**config.mk**
```make
export PLATFORM = sky130hd
export DESIGN_NAME = apc_cmd_unit
export DESIGN_NICKNAME = d
export VERILOG_FILES = /design/src/apc_pkg.sv /design/src/apc_cmd_unit.sv
export SDC_FILE = /design/constraint.sdc
export NUM_CORES = 2
export LEC_CHECK = 0
export ABC_CLOCK_PERIOD_IN_PS = 18200
export BUFFER_PORTS_ARGS = -buffer_cell sky130_fd_sc_hd__buf_2
export CAP_MARGIN = 20
export CORE_MARGIN = 10
export CORE_UTILIZATION = 35
export DETAILED_ROUTE_END_ITERATION = 16
export GPL_ROUTABILITY_DRIVEN = 0
export GPL_TIMING_DRIVEN = 0
export PLACE_DENSITY_LB_ADDON = 0.12
export RECOVER_POWER = 25
export REMOVE_ABC_BUFFERS = 1
export SYNTH_ARGS = -nofsm -noshare
export SYNTH_HDL_FRONTEND = slang
export SYNTH_SLANG_ARGS = --single-unit
```
**constraint.sdc**
```tcl
create_clock -name mclk -period 18.2 [get_ports mclk]
set_clock_uncertainty 0.05 [all_clocks]
set_input_delay 0.91 -clock mclk [delete_from_list [all_inputs] [get_ports mclk]]
set_output_delay 0.91 -clock mclk [all_outputs]
set_load 0.01 [all_outputs]
```
**src/apc_pkg.sv**
```systemverilog
`default_nettype none
package apc_pkg;
	// ----------------------------------------------------------------
	// Register port layout
	// ----------------------------------------------------------------
	localparam int          ADDR_W     = 3;
	localparam int          DATA_W     = 16;
	localparam logic [2:0]  A_DATA     = 3'h0;
	localparam logic [2:0]  A_SECCNT   = 3'h1;
	localparam logic [2:0]  A_CMD_STAT = 3'h2;
	localparam logic [2:0]  A_PWR      = 3'h3;
	localparam int          ST_BSY     = 7;
	localparam int          ST_RDY     = 6;
	localparam int          ST_DRQ     = 3;
	localparam logic [7:0]  SC_RST     = 8'h00;

	// ----------------------------------------------------------------
	// Command codes (each power command has two codes)
	// ----------------------------------------------------------------
	localparam logic [7:0] C_SIMM_A  = 8'hE0;
	localparam logic [7:0] C_SIMM_B  = 8'h94;
	localparam logic [7:0] C_IIMM_A  = 8'hE1;
	localparam logic [7:0] C_IIMM_B  = 8'h95;
	localparam logic [7:0] C_STBY_A  = 8'hE2;
	localparam logic [7:0] C_STBY_B  = 8'h96;
	localparam logic [7:0] C_IDLE_A  = 8'hE3;
	localparam logic [7:0] C_IDLE_B  = 8'h97;
	localparam logic [7:0] C_CHK_A   = 8'hE5;
	localparam logic [7:0] C_CHK_B   = 8'h98;
	localparam logic [7:0] C_SLEEP_A = 8'hE6;
	localparam logic [7:0] C_SLEEP_B = 8'h99;
	localparam logic [7:0] C_RDBUF   = 8'hE4;
	localparam logic [7:0] C_WRBUF   = 8'hE8;
	localparam logic [7:0] C_IDENT   = 8'hEC;

	// ----------------------------------------------------------------
	// Sector count values and standby timer encoding
	// ----------------------------------------------------------------
	localparam logic [7:0]  SC_PWR_STBY  = 8'h00;
	localparam logic [7:0]  SC_PWR_IDLE  = 8'hFF;
	localparam logic [7:0]  SC_DONE      = 8'h00;
	localparam logic [7:0]  SC_OFF       = 8'h00;
	localparam logic [7:0]  SC_SHORT_MAX = 8'hF0;
	localparam logic [7:0]  SC_HALF_MAX  = 8'hFB;
	localparam logic [7:0]  SC_21M       = 8'hFC;
	localparam logic [7:0]  SC_LONG      = 8'hFD;
	localparam logic [7:0]  SC_RSVD      = 8'hFE;
	localparam logic [15:0] T_STEP_S     = 16'h0005;
	localparam logic [15:0] T_HALFHR_S   = 16'h0708;
	localparam logic [15:0] T_21M_S      = 16'h04EC;
	localparam logic [15:0] T_21M15_S    = 16'h04FB;
	localparam logic [15:0] T_10H_S      = 16'h8CA0;

	// ----------------------------------------------------------------
	// Timing
	// ----------------------------------------------------------------
	localparam int unsigned TICK_NS  = 1_000_000_000;
	localparam int unsigned CLK_NS   = 8;
	localparam int unsigned TICK_CYC = TICK_NS / CLK_NS;
	localparam int          TICK_W   = 27;

	// ----------------------------------------------------------------
	// Sector buffer and parameter words
	// ----------------------------------------------------------------
	localparam int          PTR_W     = 8;
	localparam int          BUF_WORDS = 256;
	localparam logic [7:0]  PTR_LAST  = 8'hFF;
	localparam logic [7:0]  ID_IX0    = 8'h00;
	localparam logic [7:0]  ID_IX49   = 8'h31;
	localparam logic [7:0]  ID_IX50   = 8'h32;
	localparam logic [15:0] ID_W0     = 16'h0040;
	localparam logic [15:0] ID_W49    = 16'h2F00;
	localparam logic [15:0] ID_W50    = 16'h4000;

	typedef enum logic [2:0] {
		PW_SPINUP, PW_IDLE, PW_SPINDN, PW_STBY, PW_SLEEP
	} apc_pw_t;
	typedef enum logic [2:0] {
		CS_IDLE, CS_SEQ, CS_FILL, CS_XFER, CS_PWAIT, CS_DISK
	} apc_cs_t;
endpackage
`default_nettype wire

```
**src/apc_cmd_unit.sv**
```systemverilog
// The plain strobed port and the placing of the registers are this design's own decisions.
`default_nettype none
module apc_cmd_unit #(
	parameter int unsigned TICK_CYCLES = apc_pkg::TICK_CYC
) (
	input  wire logic                       mclk,
	input  wire logic                       rst_b,
	input  wire logic [apc_pkg::ADDR_W-1:0] addr,
	input  wire logic [apc_pkg::DATA_W-1:0] wdata,
	input  wire logic                       wr_stb,
	input  wire logic                       rd_stb,
	output logic      [apc_pkg::DATA_W-1:0] rdata,
	output logic                            intrq,
	output logic                            spindle_on,
	output logic                            disk_go,
	input  wire logic                       disk_done,
	input  wire logic                       spin_ready_pin,
	input  wire logic                       soft_rst_pin
);
	// ----------------------------------------------------------------
	// Declarations
	// ----------------------------------------------------------------
	apc_pkg::apc_pw_t                  pw_r;
	apc_pkg::apc_pw_t                  tgt_r;
	apc_pkg::apc_cs_t                  cs_r;
	logic                              to_sleep_r;
	logic [2:0]                        sync_r [2];
	logic [1:0]                        filt_r;
	logic                              srst_d_r;
	logic                              spin_rdy;
	logic                              srst_rise;
	logic [7:0]                        sc_r;
	logic [1:0]                        step_r;
	logic                              busy_r;
	logic                              drq_r;
	logic                              dir_wr_r;
	logic [apc_pkg::PTR_W-1:0]         ptr_r;
	logic [apc_pkg::DATA_W-1:0]        mem [apc_pkg::BUF_WORDS];
	logic                              tmr_en_r;
	logic                              tmr_run_r;
	logic [15:0]                       tmr_secs_r;
	logic [15:0]                       tmr_cnt_r;
	logic [apc_pkg::TICK_W-1:0]        tick_r;
	logic                              tick_last;
	logic                              tmr_exp;
	logic                              tmr_start;
	logic [7:0]                        code;
	logic                              cmd_wr;
	logic                              c_si, c_ii, c_stby, c_idle, c_chk;
	logic                              c_sleep, c_rb, c_wb, c_id, c_disk;
	logic                              go_dn;
	logic                              go_up;
	logic                              dat_rd;
	logic                              dat_wr;
	logic                              stat_rd;
	logic [apc_pkg::DATA_W-1:0]        status;

	// ----------------------------------------------------------------
	// Helpers
	// ----------------------------------------------------------------
	function automatic logic is_code(input logic [7:0] c,
	                                 input logic [7:0] a,
	                                 input logic [7:0] b);
		return (c == a) || (c == b);
	endfunction

	// Timer length in seconds for a sector count value
	function automatic logic [15:0] secs_of(input logic [7:0] sc);
		logic [15:0] s;
		s = 16'h0000;
		if (sc <= apc_pkg::SC_SHORT_MAX)
			s = 16'(sc) * apc_pkg::T_STEP_S;
		else if (sc <= apc_pkg::SC_HALF_MAX)
			s = 16'(8'(sc - apc_pkg::SC_SHORT_MAX))
			    * apc_pkg::T_HALFHR_S;
		else if (sc == apc_pkg::SC_21M)
			s = apc_pkg::T_21M_S;
		else if (sc == apc_pkg::SC_LONG)
			s = apc_pkg::T_10H_S;
		else if (sc != apc_pkg::SC_RSVD)
			s = apc_pkg::T_21M15_S;
		return s;
	endfunction

	// Parameter words; unlisted words read as zero
	function automatic logic [15:0] id_word(input logic [7:0] ix);
		logic [15:0] w;
		w = 16'h0000;
		if (ix == apc_pkg::ID_IX0)
			w = apc_pkg::ID_W0;
		else if (ix == apc_pkg::ID_IX49)
			w = apc_pkg::ID_W49;
		else if (ix == apc_pkg::ID_IX50)
			w = apc_pkg::ID_W50;
		return w;
	endfunction

	// ----------------------------------------------------------------
	// Pin synchronisers
	// ----------------------------------------------------------------
	// Three stages; a level counts once stages two and three agree
	for (genvar i = 0; i < 2; i++) begin : g_sync
		logic pin;
		assign pin = (i == 0) ? spin_ready_pin : soft_rst_pin;
		always_ff @(posedge mclk or negedge rst_b) begin
			if (!rst_b) begin
				sync_r[i] <= 3'h0;
				filt_r[i] <= 1'b0;
			end else begin
				sync_r[i] <= {sync_r[i][1:0], pin};
				if (sync_r[i][1] == sync_r[i][2])
					filt_r[i] <= sync_r[i][2];
			end
		end
	end
	assign spin_rdy = filt_r[0];

	// Soft reset acts on its rising edge only
	always_ff @(posedge mclk or negedge rst_b) begin
		if (!rst_b)
			srst_d_r <= 1'b0;
		else
			srst_d_r <= filt_r[1];
	end
	assign srst_rise = filt_r[1] && !srst_d_r;

	// ----------------------------------------------------------------
	// Command decode
	// ----------------------------------------------------------------
	// Commands are refused in sleep and while busy
	assign code    = wdata[7:0];
	assign cmd_wr  = wr_stb && (addr == apc_pkg::A_CMD_STAT)
	                 && (pw_r != apc_pkg::PW_SLEEP)
	                 && ((cs_r == apc_pkg::CS_IDLE)
	                     || (cs_r == apc_pkg::CS_XFER));
	assign c_si    = is_code(code, apc_pkg::C_SIMM_A, apc_pkg::C_SIMM_B);
	assign c_ii    = is_code(code, apc_pkg::C_IIMM_A, apc_pkg::C_IIMM_B);
	assign c_stby  = is_code(code, apc_pkg::C_STBY_A, apc_pkg::C_STBY_B);
	assign c_idle  = is_code(code, apc_pkg::C_IDLE_A, apc_pkg::C_IDLE_B);
	assign c_chk   = is_code(code, apc_pkg::C_CHK_A, apc_pkg::C_CHK_B);
	assign c_sleep = is_code(code, apc_pkg::C_SLEEP_A, apc_pkg::C_SLEEP_B);
	assign c_rb    = (code == apc_pkg::C_RDBUF);
	assign c_wb    = (code == apc_pkg::C_WRBUF);
	assign c_id    = (code == apc_pkg::C_IDENT);
	// Anything else is a disk access handled by the media path
	assign c_disk  = !(c_si || c_ii || c_stby || c_idle || c_chk
	                   || c_sleep || c_rb || c_wb || c_id);
	assign go_dn   = cmd_wr && (c_si || c_stby || c_sleep);
	assign go_up   = cmd_wr && (c_ii || c_idle || c_disk);
	assign dat_rd  = rd_stb && (addr == apc_pkg::A_DATA)
	                 && (cs_r == apc_pkg::CS_XFER) && !dir_wr_r;
	assign dat_wr  = wr_stb && (addr == apc_pkg::A_DATA)
	                 && (cs_r == apc_pkg::CS_XFER) && dir_wr_r;
	assign stat_rd = rd_stb && (addr == apc_pkg::A_CMD_STAT);

	// ----------------------------------------------------------------
	// Power state
	// ----------------------------------------------------------------
	// Spindle settle is judged by the synchronised ready pin
	always_ff @(posedge mclk or negedge rst_b) begin
		if (!rst_b) begin
			pw_r       <= apc_pkg::PW_SPINUP;
			to_sleep_r <= 1'b0;
		end else if (srst_rise) begin
			if (pw_r == apc_pkg::PW_SLEEP)
				pw_r <= apc_pkg::PW_STBY;
		end else begin
			unique case (pw_r)
				apc_pkg::PW_SPINUP: begin
					if (go_dn) begin
						pw_r       <= apc_pkg::PW_SPINDN;
						to_sleep_r <= c_sleep;
					end else if (spin_rdy)
						pw_r <= apc_pkg::PW_IDLE;
				end
				apc_pkg::PW_IDLE: begin
					if (go_dn || tmr_exp) begin
						pw_r       <= apc_pkg::PW_SPINDN;
						to_sleep_r <= go_dn && c_sleep;
					end
				end
				apc_pkg::PW_SPINDN: begin
					if (go_up)
						pw_r <= apc_pkg::PW_SPINUP;
					else begin
						if (go_dn && c_sleep)
							to_sleep_r <= 1'b1;
						if (!spin_rdy)
							pw_r <= (to_sleep_r || (go_dn && c_sleep))
							        ? apc_pkg::PW_SLEEP
							        : apc_pkg::PW_STBY;
					end
				end
				apc_pkg::PW_STBY: begin
					// Standby-type commands are no-ops here
					if (go_dn && c_sleep)
						pw_r <= apc_pkg::PW_SLEEP;
					else if (go_up)
						pw_r <= apc_pkg::PW_SPINUP;
				end
				apc_pkg::PW_SLEEP: ;
			endcase
		end
	end

	// Spindle runs while spinning up or idle
	always_ff @(posedge mclk or negedge rst_b) begin
		if (!rst_b)
			spindle_on <= 1'b0;
		else
			spindle_on <= (pw_r == apc_pkg::PW_SPINUP)
			              || (pw_r == apc_pkg::PW_IDLE);
	end

	// ----------------------------------------------------------------
	// Standby timer
	// ----------------------------------------------------------------
	// Counts only in idle, so standby and sleep leave it frozen
	assign tick_last = (tick_r == apc_pkg::TICK_W'(TICK_CYCLES - 1));
	assign tmr_exp   = tmr_run_r && tmr_en_r
	                   && (pw_r == apc_pkg::PW_IDLE)
	                   && tick_last && (tmr_cnt_r == 16'h0001);
	assign tmr_start = (cmd_wr && (c_ii || c_idle))
	                   || ((cs_r == apc_pkg::CS_DISK)
	                       && (step_r == 2'h1) && disk_done);

	always_ff @(posedge mclk or negedge rst_b) begin
		if (!rst_b) begin
			tmr_en_r   <= 1'b0;
			tmr_run_r  <= 1'b0;
			tmr_secs_r <= 16'h0000;
			tmr_cnt_r  <= 16'h0000;
			tick_r     <= '0;
		end else begin
			if (cmd_wr && (c_stby || c_idle)) begin
				// Zero and the reserved code disable the timer
				tmr_en_r   <= (code != apc_pkg::SC_OFF)
				              && (sc_r != apc_pkg::SC_OFF)
				              && (sc_r != apc_pkg::SC_RSVD);
				tmr_secs_r <= secs_of(sc_r);
			end
			if (tmr_start) begin
				tmr_run_r <= 1'b1;
				tmr_cnt_r <= (cmd_wr && c_idle) ? secs_of(sc_r)
				             : tmr_secs_r;
				tick_r    <= '0;
			end else if (go_dn || tmr_exp) begin
				tmr_run_r <= 1'b0;
			end else if (tmr_run_r && tmr_en_r
			             && (pw_r == apc_pkg::PW_IDLE)) begin
				tick_r <= tick_last ? '0 : tick_r + 1'b1;
				if (tick_last)
					tmr_cnt_r <= tmr_cnt_r - 16'h0001;
			end
		end
	end

	// ----------------------------------------------------------------
	// Sector count register
	// ----------------------------------------------------------------
	always_ff @(posedge mclk or negedge rst_b) begin
		if (!rst_b)
			sc_r <= apc_pkg::SC_RST;
		else if (cmd_wr && c_chk)
			sc_r <= (pw_r == apc_pkg::PW_IDLE) ? apc_pkg::SC_PWR_IDLE
			        : apc_pkg::SC_PWR_STBY;
		else if (cmd_wr && (c_rb || c_wb || c_id))
			sc_r <= apc_pkg::SC_DONE;
		else if (wr_stb && (addr == apc_pkg::A_SECCNT))
			sc_r <= wdata[7:0];
	end

	// ----------------------------------------------------------------
	// Command sequencer
	// ----------------------------------------------------------------
	// A new command aborts an open buffer transfer
	always_ff @(posedge mclk or negedge rst_b) begin
		if (!rst_b) begin
			cs_r     <= apc_pkg::CS_IDLE;
			tgt_r    <= apc_pkg::PW_IDLE;
			step_r   <= 2'h0;
			busy_r   <= 1'b0;
			drq_r    <= 1'b0;
			dir_wr_r <= 1'b0;
			ptr_r    <= '0;
			intrq    <= 1'b0;
			disk_go  <= 1'b0;
		end else begin
			disk_go <= 1'b0;
			// Status read clears the interrupt; a set below wins
			if (stat_rd)
				intrq <= 1'b0;
			if (srst_rise) begin
				cs_r   <= apc_pkg::CS_IDLE;
				busy_r <= 1'b0;
				drq_r  <= 1'b0;
			end else if (cmd_wr) begin
				drq_r <= 1'b0;
				if (c_rb) begin
					busy_r   <= 1'b1;
					step_r   <= 2'h0;
					dir_wr_r <= 1'b0;
					cs_r     <= apc_pkg::CS_SEQ;
				end else if (c_wb) begin
					ptr_r    <= '0;
					drq_r    <= 1'b1;
					dir_wr_r <= 1'b1;
					cs_r     <= apc_pkg::CS_XFER;
				end else if (c_id) begin
					busy_r   <= 1'b1;
					ptr_r    <= '0;
					dir_wr_r <= 1'b0;
					cs_r     <= apc_pkg::CS_FILL;
				end else if (c_si || c_stby || c_chk) begin
					intrq <= 1'b1;
					cs_r  <= apc_pkg::CS_IDLE;
				end else if (c_ii || c_idle || c_sleep) begin
					busy_r <= 1'b1;
					tgt_r  <= c_sleep ? apc_pkg::PW_SLEEP
					          : apc_pkg::PW_IDLE;
					cs_r   <= apc_pkg::CS_PWAIT;
				end else begin
					busy_r <= 1'b1;
					step_r <= 2'h0;
					cs_r   <= apc_pkg::CS_DISK;
				end
			end else begin
				unique case (cs_r)
					apc_pkg::CS_IDLE: ;
					apc_pkg::CS_SEQ: begin
						step_r <= step_r + 2'h1;
						if (step_r == 2'h0)
							ptr_r <= '0;
						else if (step_r == 2'h1)
							drq_r <= 1'b1;
						else if (step_r == 2'h2)
							busy_r <= 1'b0;
						else begin
							intrq <= 1'b1;
							cs_r  <= apc_pkg::CS_XFER;
						end
					end
					apc_pkg::CS_FILL: begin
						ptr_r <= ptr_r + 1'b1;
						if (ptr_r == apc_pkg::PTR_LAST) begin
							step_r <= 2'h1;
							cs_r   <= apc_pkg::CS_SEQ;
						end
					end
					apc_pkg::CS_XFER: begin
						// One sector window, 256 words
						if (dat_rd || dat_wr) begin
							ptr_r <= ptr_r + 1'b1;
							if (ptr_r == apc_pkg::PTR_LAST) begin
								drq_r <= 1'b0;
								cs_r  <= apc_pkg::CS_IDLE;
								if (dir_wr_r)
									intrq <= 1'b1;
							end
						end
					end
					apc_pkg::CS_PWAIT: begin
						if (pw_r == tgt_r) begin
							busy_r <= 1'b0;
							intrq  <= 1'b1;
							cs_r   <= apc_pkg::CS_IDLE;
						end
					end
					apc_pkg::CS_DISK: begin
						if (step_r == 2'h0) begin
							if (pw_r == apc_pkg::PW_IDLE) begin
								disk_go <= 1'b1;
								step_r  <= 2'h1;
							end
						end else if (disk_done) begin
							busy_r <= 1'b0;
							intrq  <= 1'b1;
							cs_r   <= apc_pkg::CS_IDLE;
						end
					end
				endcase
			end
		end
	end

	// ----------------------------------------------------------------
	// Sector buffer and read port
	// ----------------------------------------------------------------
	// No reset on the array: contents are undefined until filled
	always_ff @(posedge mclk) begin
		if (cs_r == apc_pkg::CS_FILL)
			mem[ptr_r] <= id_word(ptr_r);
		else if (dat_wr)
			mem[ptr_r] <= wdata;
	end

	assign status = {8'h00, busy_r,
	                 (pw_r == apc_pkg::PW_IDLE)
	                 || (pw_r == apc_pkg::PW_STBY),
	                 2'h0, drq_r, 3'h0};

	// Read data stand for one cycle only
	always_ff @(posedge mclk or negedge rst_b) begin
		if (!rst_b)
			rdata <= '0;
		else if (!rd_stb)
			rdata <= '0;
		else if (addr == apc_pkg::A_DATA)
			rdata <= dat_rd ? mem[ptr_r] : '0;
		else if (addr == apc_pkg::A_SECCNT)
			rdata <= {8'h00, sc_r};
		else if (addr == apc_pkg::A_CMD_STAT)
			rdata <= status;
		else if (addr == apc_pkg::A_PWR)
			rdata <= {13'h0000, pw_r};
		else
			rdata <= '0;
	end
endmodule // apc_cmd_unit
`default_nettype wire

```
**After elaboration in Yosys (flattened, before gate mapping)**

Memories as Yosys holds them, arrays and structs flattened.
Index checks and enable logic that the tools add are counted.

- Add/subtract/negate cells: 5
- Multiply operators: 2
- Order comparisons: 2
- Equality and inequality tests: 75
- Multiplexer cells: 134
- Bitwise logic cells: 6
- Reductions and logical operators: 91

Operators with widths:

| kind | number |
|---|---|
| 2-to-1 mux 16 bit | 15 |
| equality test 8 bit (second input constant) | 18 |
| 2-to-1 mux 27 bit | 4 |
| 2-to-1 mux 8 bit | 12 |
| 2-to-1 mux 3 bit | 27 |
| 2-to-1 mux 1 bit | 56 |
| inequality test 4 bit (second input constant) | 13 |
| logical OR 1 bit | 30 |
| 2-to-1 mux 15 bit | 2 |
| logical AND 1 bit | 28 |
| adder 27 x 1 -> 27 bit (second input constant) | 1 |
| equality test 27 bit (second input constant) | 1 |
| inequality test 3 bit (second input constant) | 8 |
| case mux 8 bit (3 select lines) | 1 |
| equality test 3 x 2 -> 1 bit (second input constant) | 6 |
| 2-to-1 mux 2 bit | 9 |
| AND reduction 6 bit | 3 |
| AND reduction 9 bit | 2 |
| equality test 16 x 1 -> 1 bit (second input constant) | 1 |
| equality test 8 x 6 -> 1 bit (second input constant) | 2 |
| <= comparator 8 bit (second input constant) | 2 |
| nonzero test 8 bit | 2 |
| subtractor 16 x 1 -> 16 bit (second input constant) | 1 |
| case mux 3 bit (5 select lines) | 1 |
| 40 further kinds | 70 |

- Register bits after elaboration: 120
- Memory bits (writable): 4,096
- Input bits: 26
- Output and inout port bits: 19
- Logic and storage cells: 340
- Memories kept: 1

Memory list:

| name | words | width | read ports | clocked after Yosys merged registers in | write ports | RTL line | text |
|---|---|---|---|---|---|---|---|
| mem | 256 | 16 | 1 | 0 | 1 | apc_cmd_unit.sv:38 | `logic [apc_pkg::DATA_W-1:0] mem [apc_pkg::BUF_WORDS];` |

**Longest topological paths before layout**

- Depth in word-level cells: 17
- Gate-level depth with buffers: 15
- Gate-level depth less buffers: 14

**Worst setup path before layout**

OpenSTA, ideal clock, no wires.

- Kind: input to register
- Start: input addr[0] (netlist bit)
- End: memory mem[0][0] (netlist bit), data pin
- Setup time: 2,815 ps
- Arrival time: 14,830 ps
- Data required time: 15,335 ps
- Setup slack: 505 ps
- Cell stages on the path: 3
- Buffers on the path: 1
- Cells stage by stage: or3_1 clkbuf_1 nor4_1

- Longest elaborated chain between the ends: 8

Ends and longest elaborated chain:

| what | RTL line | text |
|---|---|---|
| start, declared | apc_cmd_unit.sv:8 | `input wire logic [apc_pkg::ADDR_W-1:0] addr,` |
| zero test 3 bit | apc_cmd_unit.sv:152 | `assign dat_wr = wr_stb && (addr == apc_pkg::A_DATA)` |
| logical AND 1 bit | apc_cmd_unit.sv:152 |  |
| logical AND 1 bit (2 in series) | apc_cmd_unit.sv:153 | `&& (cs_r == apc_pkg::CS_XFER) && dir_wr_r;` |
| 2-to-1 mux 1 bit | apc_cmd_unit.sv:393 | `else if (dat_wr)` |
| 2-to-1 mux 1 bit | apc_cmd_unit.sv:391 | `if (cs_r == apc_pkg::CS_FILL)` |
| 2-to-1 mux 1 bit (not written as such) | apc_cmd_unit.sv:394 | `mem[ptr_r] <= wdata;` |
| 2-to-1 mux 16 bit (no line) | n/a |  |
| end, declared | apc_cmd_unit.sv:38 |  |

Every way passes these cells.

**Final worst setup path**

- Start: register ptr_r[2] (netlist bit)
- End: memory mem[83][6] (netlist bit), data pin

- Longest elaborated chain between the ends: 5
- Elaborated cells on any way between the ends: 6
- Classes of those cells: eq/ne: 1; mux: 4; reduce/logical: 1

Ends and longest elaborated chain:

| what | RTL line | text |
|---|---|---|
| start, declared | apc_cmd_unit.sv:37 | `logic [apc_pkg::PTR_W-1:0] ptr_r;` |
| start signal, assigned | apc_cmd_unit.sv:344 | `ptr_r <= ptr_r + 1'b1;` |
| start signal, assigned | apc_cmd_unit.sv:353 | `ptr_r <= ptr_r + 1'b1;` |
| equality test 8 x 6 -> 1 bit | apc_cmd_unit.sv:91 | `else if (ix == apc_pkg::ID_IX49)` |
| 2-to-1 mux 15 bit | apc_cmd_unit.sv:91 |  |
| 2-to-1 mux 16 bit (*) | apc_cmd_unit.sv:89 | `if (ix == apc_pkg::ID_IX0)` |
| 2-to-1 mux 16 bit (*) | apc_cmd_unit.sv:391 |  |
| 2-to-1 mux 16 bit (no line) (*) | n/a |  |

Every way passes the cells marked *; elsewhere a longest branch is shown, timed or not. The select of a mux whose other input is x is not followed.

==> metrics.md <==
| Metric | Value |
|---|---|
| Post-Synth Simple-Gate Area | 0.02686 |
| PD cells | 116.7 mW/mm2 |
| Fin crit period | 11.61 ns |
| Slew @ Worst Pin | between 4 and 5 ns |
| Sequential area share after synthesis | 0.7628 |
| Sequential Power Share | 0.474 |
| Met1 Routed Length | 226.0 mm |
| Yosys top cell area share | 0.7447 |
| Setup repair bufs after CTS | 0 |
| Sw Share | 0.2558 |
| Die height | about 710 um |
| RSZ-0062 raised after global routing | false |
| Top sig layer | met5 |
| DRC violations left | 0 |
| Endpoints failing setup | 0 |
| Combinational share of power | 0.136 |
| Core ar. | between 0.4 and 0.5 mm2 |
| CP Launch Type | register |
| Max Root-Sink Buffers | 4 |
| DR iter-0 viols | between 10000 and 15000 |
| Port bufs | 44 |
| Root Buffer Master | clkbuf_16 |
| EDFF count, synth | slightly above 4000 |
| First-pass GRT wire length | ~750 mm |
| GRT Util Overall | 0.2154 |
| Synth Area in Compound Gates | 0.02941 |
| Largest family of logic cells by synthesized area | multiplexers |
| GRT overflow | 0 |
| Crit path capture type | register |
| Routed vias | 85570 |
| Max-slew violations | ~2000 |
| Final wirelength | between 500 and 600 mm |
| Post-DP HPWL | 378.3 mm |
| Die W | between 700 and 800 um |
| Clock Sink Count | roughly 4200 |
| Starting Density | 0.3508 |
| DIE AREA | 0.4998 mm2 |
| CTS Buf Count | 454 |
| Ys flop type | edfxtp_1 |
| NumNets Final | ~8400 |
| Cell taking the most area after synthesis | edfxtp_1 |
| First-pass detailed-route iteration total | 6 |
| Arrival time at the worst endpoint | roughly 12 ns |
| Setup Crit Path Kind | register to register |
| Antenna violations before repair | 43 |
| Post-synthesis area per instance | 21.32 um2 |
| Crit Path Max Fanout | 32 |
| Hold WC Path Type | input port to register |
| IO Pins | 45 |
| Placed cell count | 14090 |
| Power Internal | about 17000 uW |
| DR WL/cell | about 37 um |
| Max frequency | roughly 86 MHz |
| Worst skew pair latency | 1.02 ns |
| Max IR drop VDD | between 0.08 and 0.09 mV |
| Clock power frac | 0.391 |
| Setup TNS | 0 ns |
| Area Overhead vs Synth | 18.00% |
| Slew HR | -2.205 |
| Clk slew on worst S/H paths | around 0.060 ns |
| Routed Antenna Nets | 0 |
| Post-synthesis xor/xnor area fraction | 0.002174 |
| Largest net degree at the start of global routing | 89 |
| Number of max-cap violations | 42 |
| Floorplan row count | around 250 |
| Cell variety after synth | 103 |
| Sw power | around 5800 uW |
| FFs w/ async S/R, synth | 0.02823 |
| Syn Inst Count | 7745 |
| Register bit count reported by yosys | 4215 |
| Violated checks | capacitance limit, slew limit |
| # H-tree levels | 5 |
| LEAKAGE | between 0.05 and 0.06 uW |
| Met2 WL post-DR | 252.9 mm |
| Worst Hold Margin | ~0.17 ns |
| Mux cell area share after synthesis | 0.1590 |
| Final period util | 0.6381 |
| CTS tree | done |
| Post-Synth Adder-Cell Area | 0.004970 |
| Post-Syn Area | 0.1652 mm2 |
| Non-Filler Instances | roughly 15000 |
| Top cells by area, synth | edfxtp_1 (74%), mux4_2 (14%), dfrtp_1 (1.8%) |
| Data required, critical path | between 15 and 20 ns |
| Final hold violations | 0 |
| Ys Warns | 0 |
| Share of post-route cells with drive strength above 1 | 0.2866 |
| Routed met3 length | 46.84 mm |
| Status | finished with violations |
| Vias per inst | around 5.7 |
| Vias in the first global route | roughly 85000 |
-- worst paths after layout --
check	start	end	slack (ns)	cells past startpoint
max in group asynchronous	rst_b	rdata[0]$_DFF_PN0_	10.24	3
min	wdata[7]	sc_r[7]$_DFFE_PN0P_	0.17	3
max reg2reg	ptr_r[2]$_DFFE_PN0P_	mem[83][6]$_DFFE_PP_	6.59	9
min reg2reg	sync_r[3]$_DFF_PN0_	sync_r[4]$_DFF_PN0_	0.30	0
max	ptr_r[2]$_DFFE_PN0P_	mem[83][6]$_DFFE_PP_	6.59	9
min in group asynchronous	rst_b	rdata[14]$_DFF_PN0_	1.76	2
-- logic make-up (layout without fill, tap and decap cells) --
logic type      Yosys count  in the layout
mux                    1295           1295
compound gates          715            715
flops                  4215           4215
simple gates            943            943
fa+ha+maj                63             63
other cells               0             18
xor+xnor                 41             41
buf+inv                 473           1439
-- layout make-up --
class | instances | area (um2)
inverter | 37 | 153.9
fill | 41090 | 275900
tap | 6223 | 7786
sequential | 4215 | 126000
multi-input combinational | 3057 | 37740
clock buffer | 581 | 11970
clock inverter | 239 | 2148
antenna | 18 | 45.04
timing repair buffer | 582 | 9042
-- power by group through the flow --
stage | Combinational [uW] | Sequential, uW | Clock [uW]
3_3_place_gp | 3170 | 11500 | 0
6_report | 3090 | 10800 | 8880
2_1_floorplan | 3120 | 11500 | 0
3_5_place_dp | 3170 | 11000 | 0
5_1_grt | 3290 | 10800 | 9440
4_1_cts | 3190 | 10800 | 9050
-- cells in the final DEF, fill, tap and decap left out, types with 56 or more instances in the layout --
cell type     n
nand2_1     225
o21ai_0      75
nor2_2      240
ha_1         56
nand3_1      93
a22oi_1     134
buf_16      164
edfxtp_1   4096
dfrtp_1     112
clkinv_2     80
clkbuf_1    210
nor2_1      112
clkbuf_16   458
o22ai_1      72
buf_8       187
a21oi_1     154
clkinv_1    100
mux4_2     1061
mux2i_1     219
-- critical path: stages (launching register included) --
cell and delay [ns]:
dfrtp_1 0.85, clkbuf_1 1.21, nor2_1 2.03, clkbuf_1 1.36, nand3_1 0.36, o21ai_0 0.50, clkbuf_1 1.20, clkbuf_1 1.27
clkbuf_1 1.18, clkbuf_1 0.96
-- state kept, by name (all words and copies together), names as in the netlist, 3 cells and up --
signal,cells
ptr_r,8
mem,4096
cs_r,3
rdata,16
sc_r,8
tmr_secs_r,16
tick_r,27
tmr_cnt_r,16
pw_r,3
sync_r,6
-- synthesized netlist by cell type, drive strengths merged, types with 27 or more instances --
library cell	instances
dfrtp	118
o22ai	72
a22oi	134
o21ai	93
mux2i	221
a31oi	43
nand2	241
a221oi	30
nor3	42
nand4	30
nand3	93
buf	305
inv	37
nor2	370
mux4	1061
a21oi	155
xnor2	27
ha	56
clkbuf	131
edfxtp	4096
-- per-layer routing --
layer / track usage / up-vias
met2: 0.3347 / 3740
met1: 0.2950 / 47100
met3: 0.05011 / 811
met5: 0 / -
li1: - / 33910
met4: 0.08385 / 8
-- timing repair --
action                                 4_1_cts  5_1_grt
endpoints found under the hold margin       46        0
gates resized for setup                      0        0
hold buffers                                 3        0
-- stage by stage --
stage | setup slack [ns] | utilization | total power, uW | cell area, um2
finish | 6.587 | 0.4140 | 22740 | 194900
global route | 6.398 | 0.4139 | 23500 | 194800
CTS | 11.46 | 0.4154 | 22990 | 195500
detailed placement | 11.48 | 0.3853 | 14140 | 181400
global placement | -93.63 | 0.3629 | 14690 | 170800
floorplan | -34.67 | - | 14620 | 162800
Power figures use the tool's default switching activity.
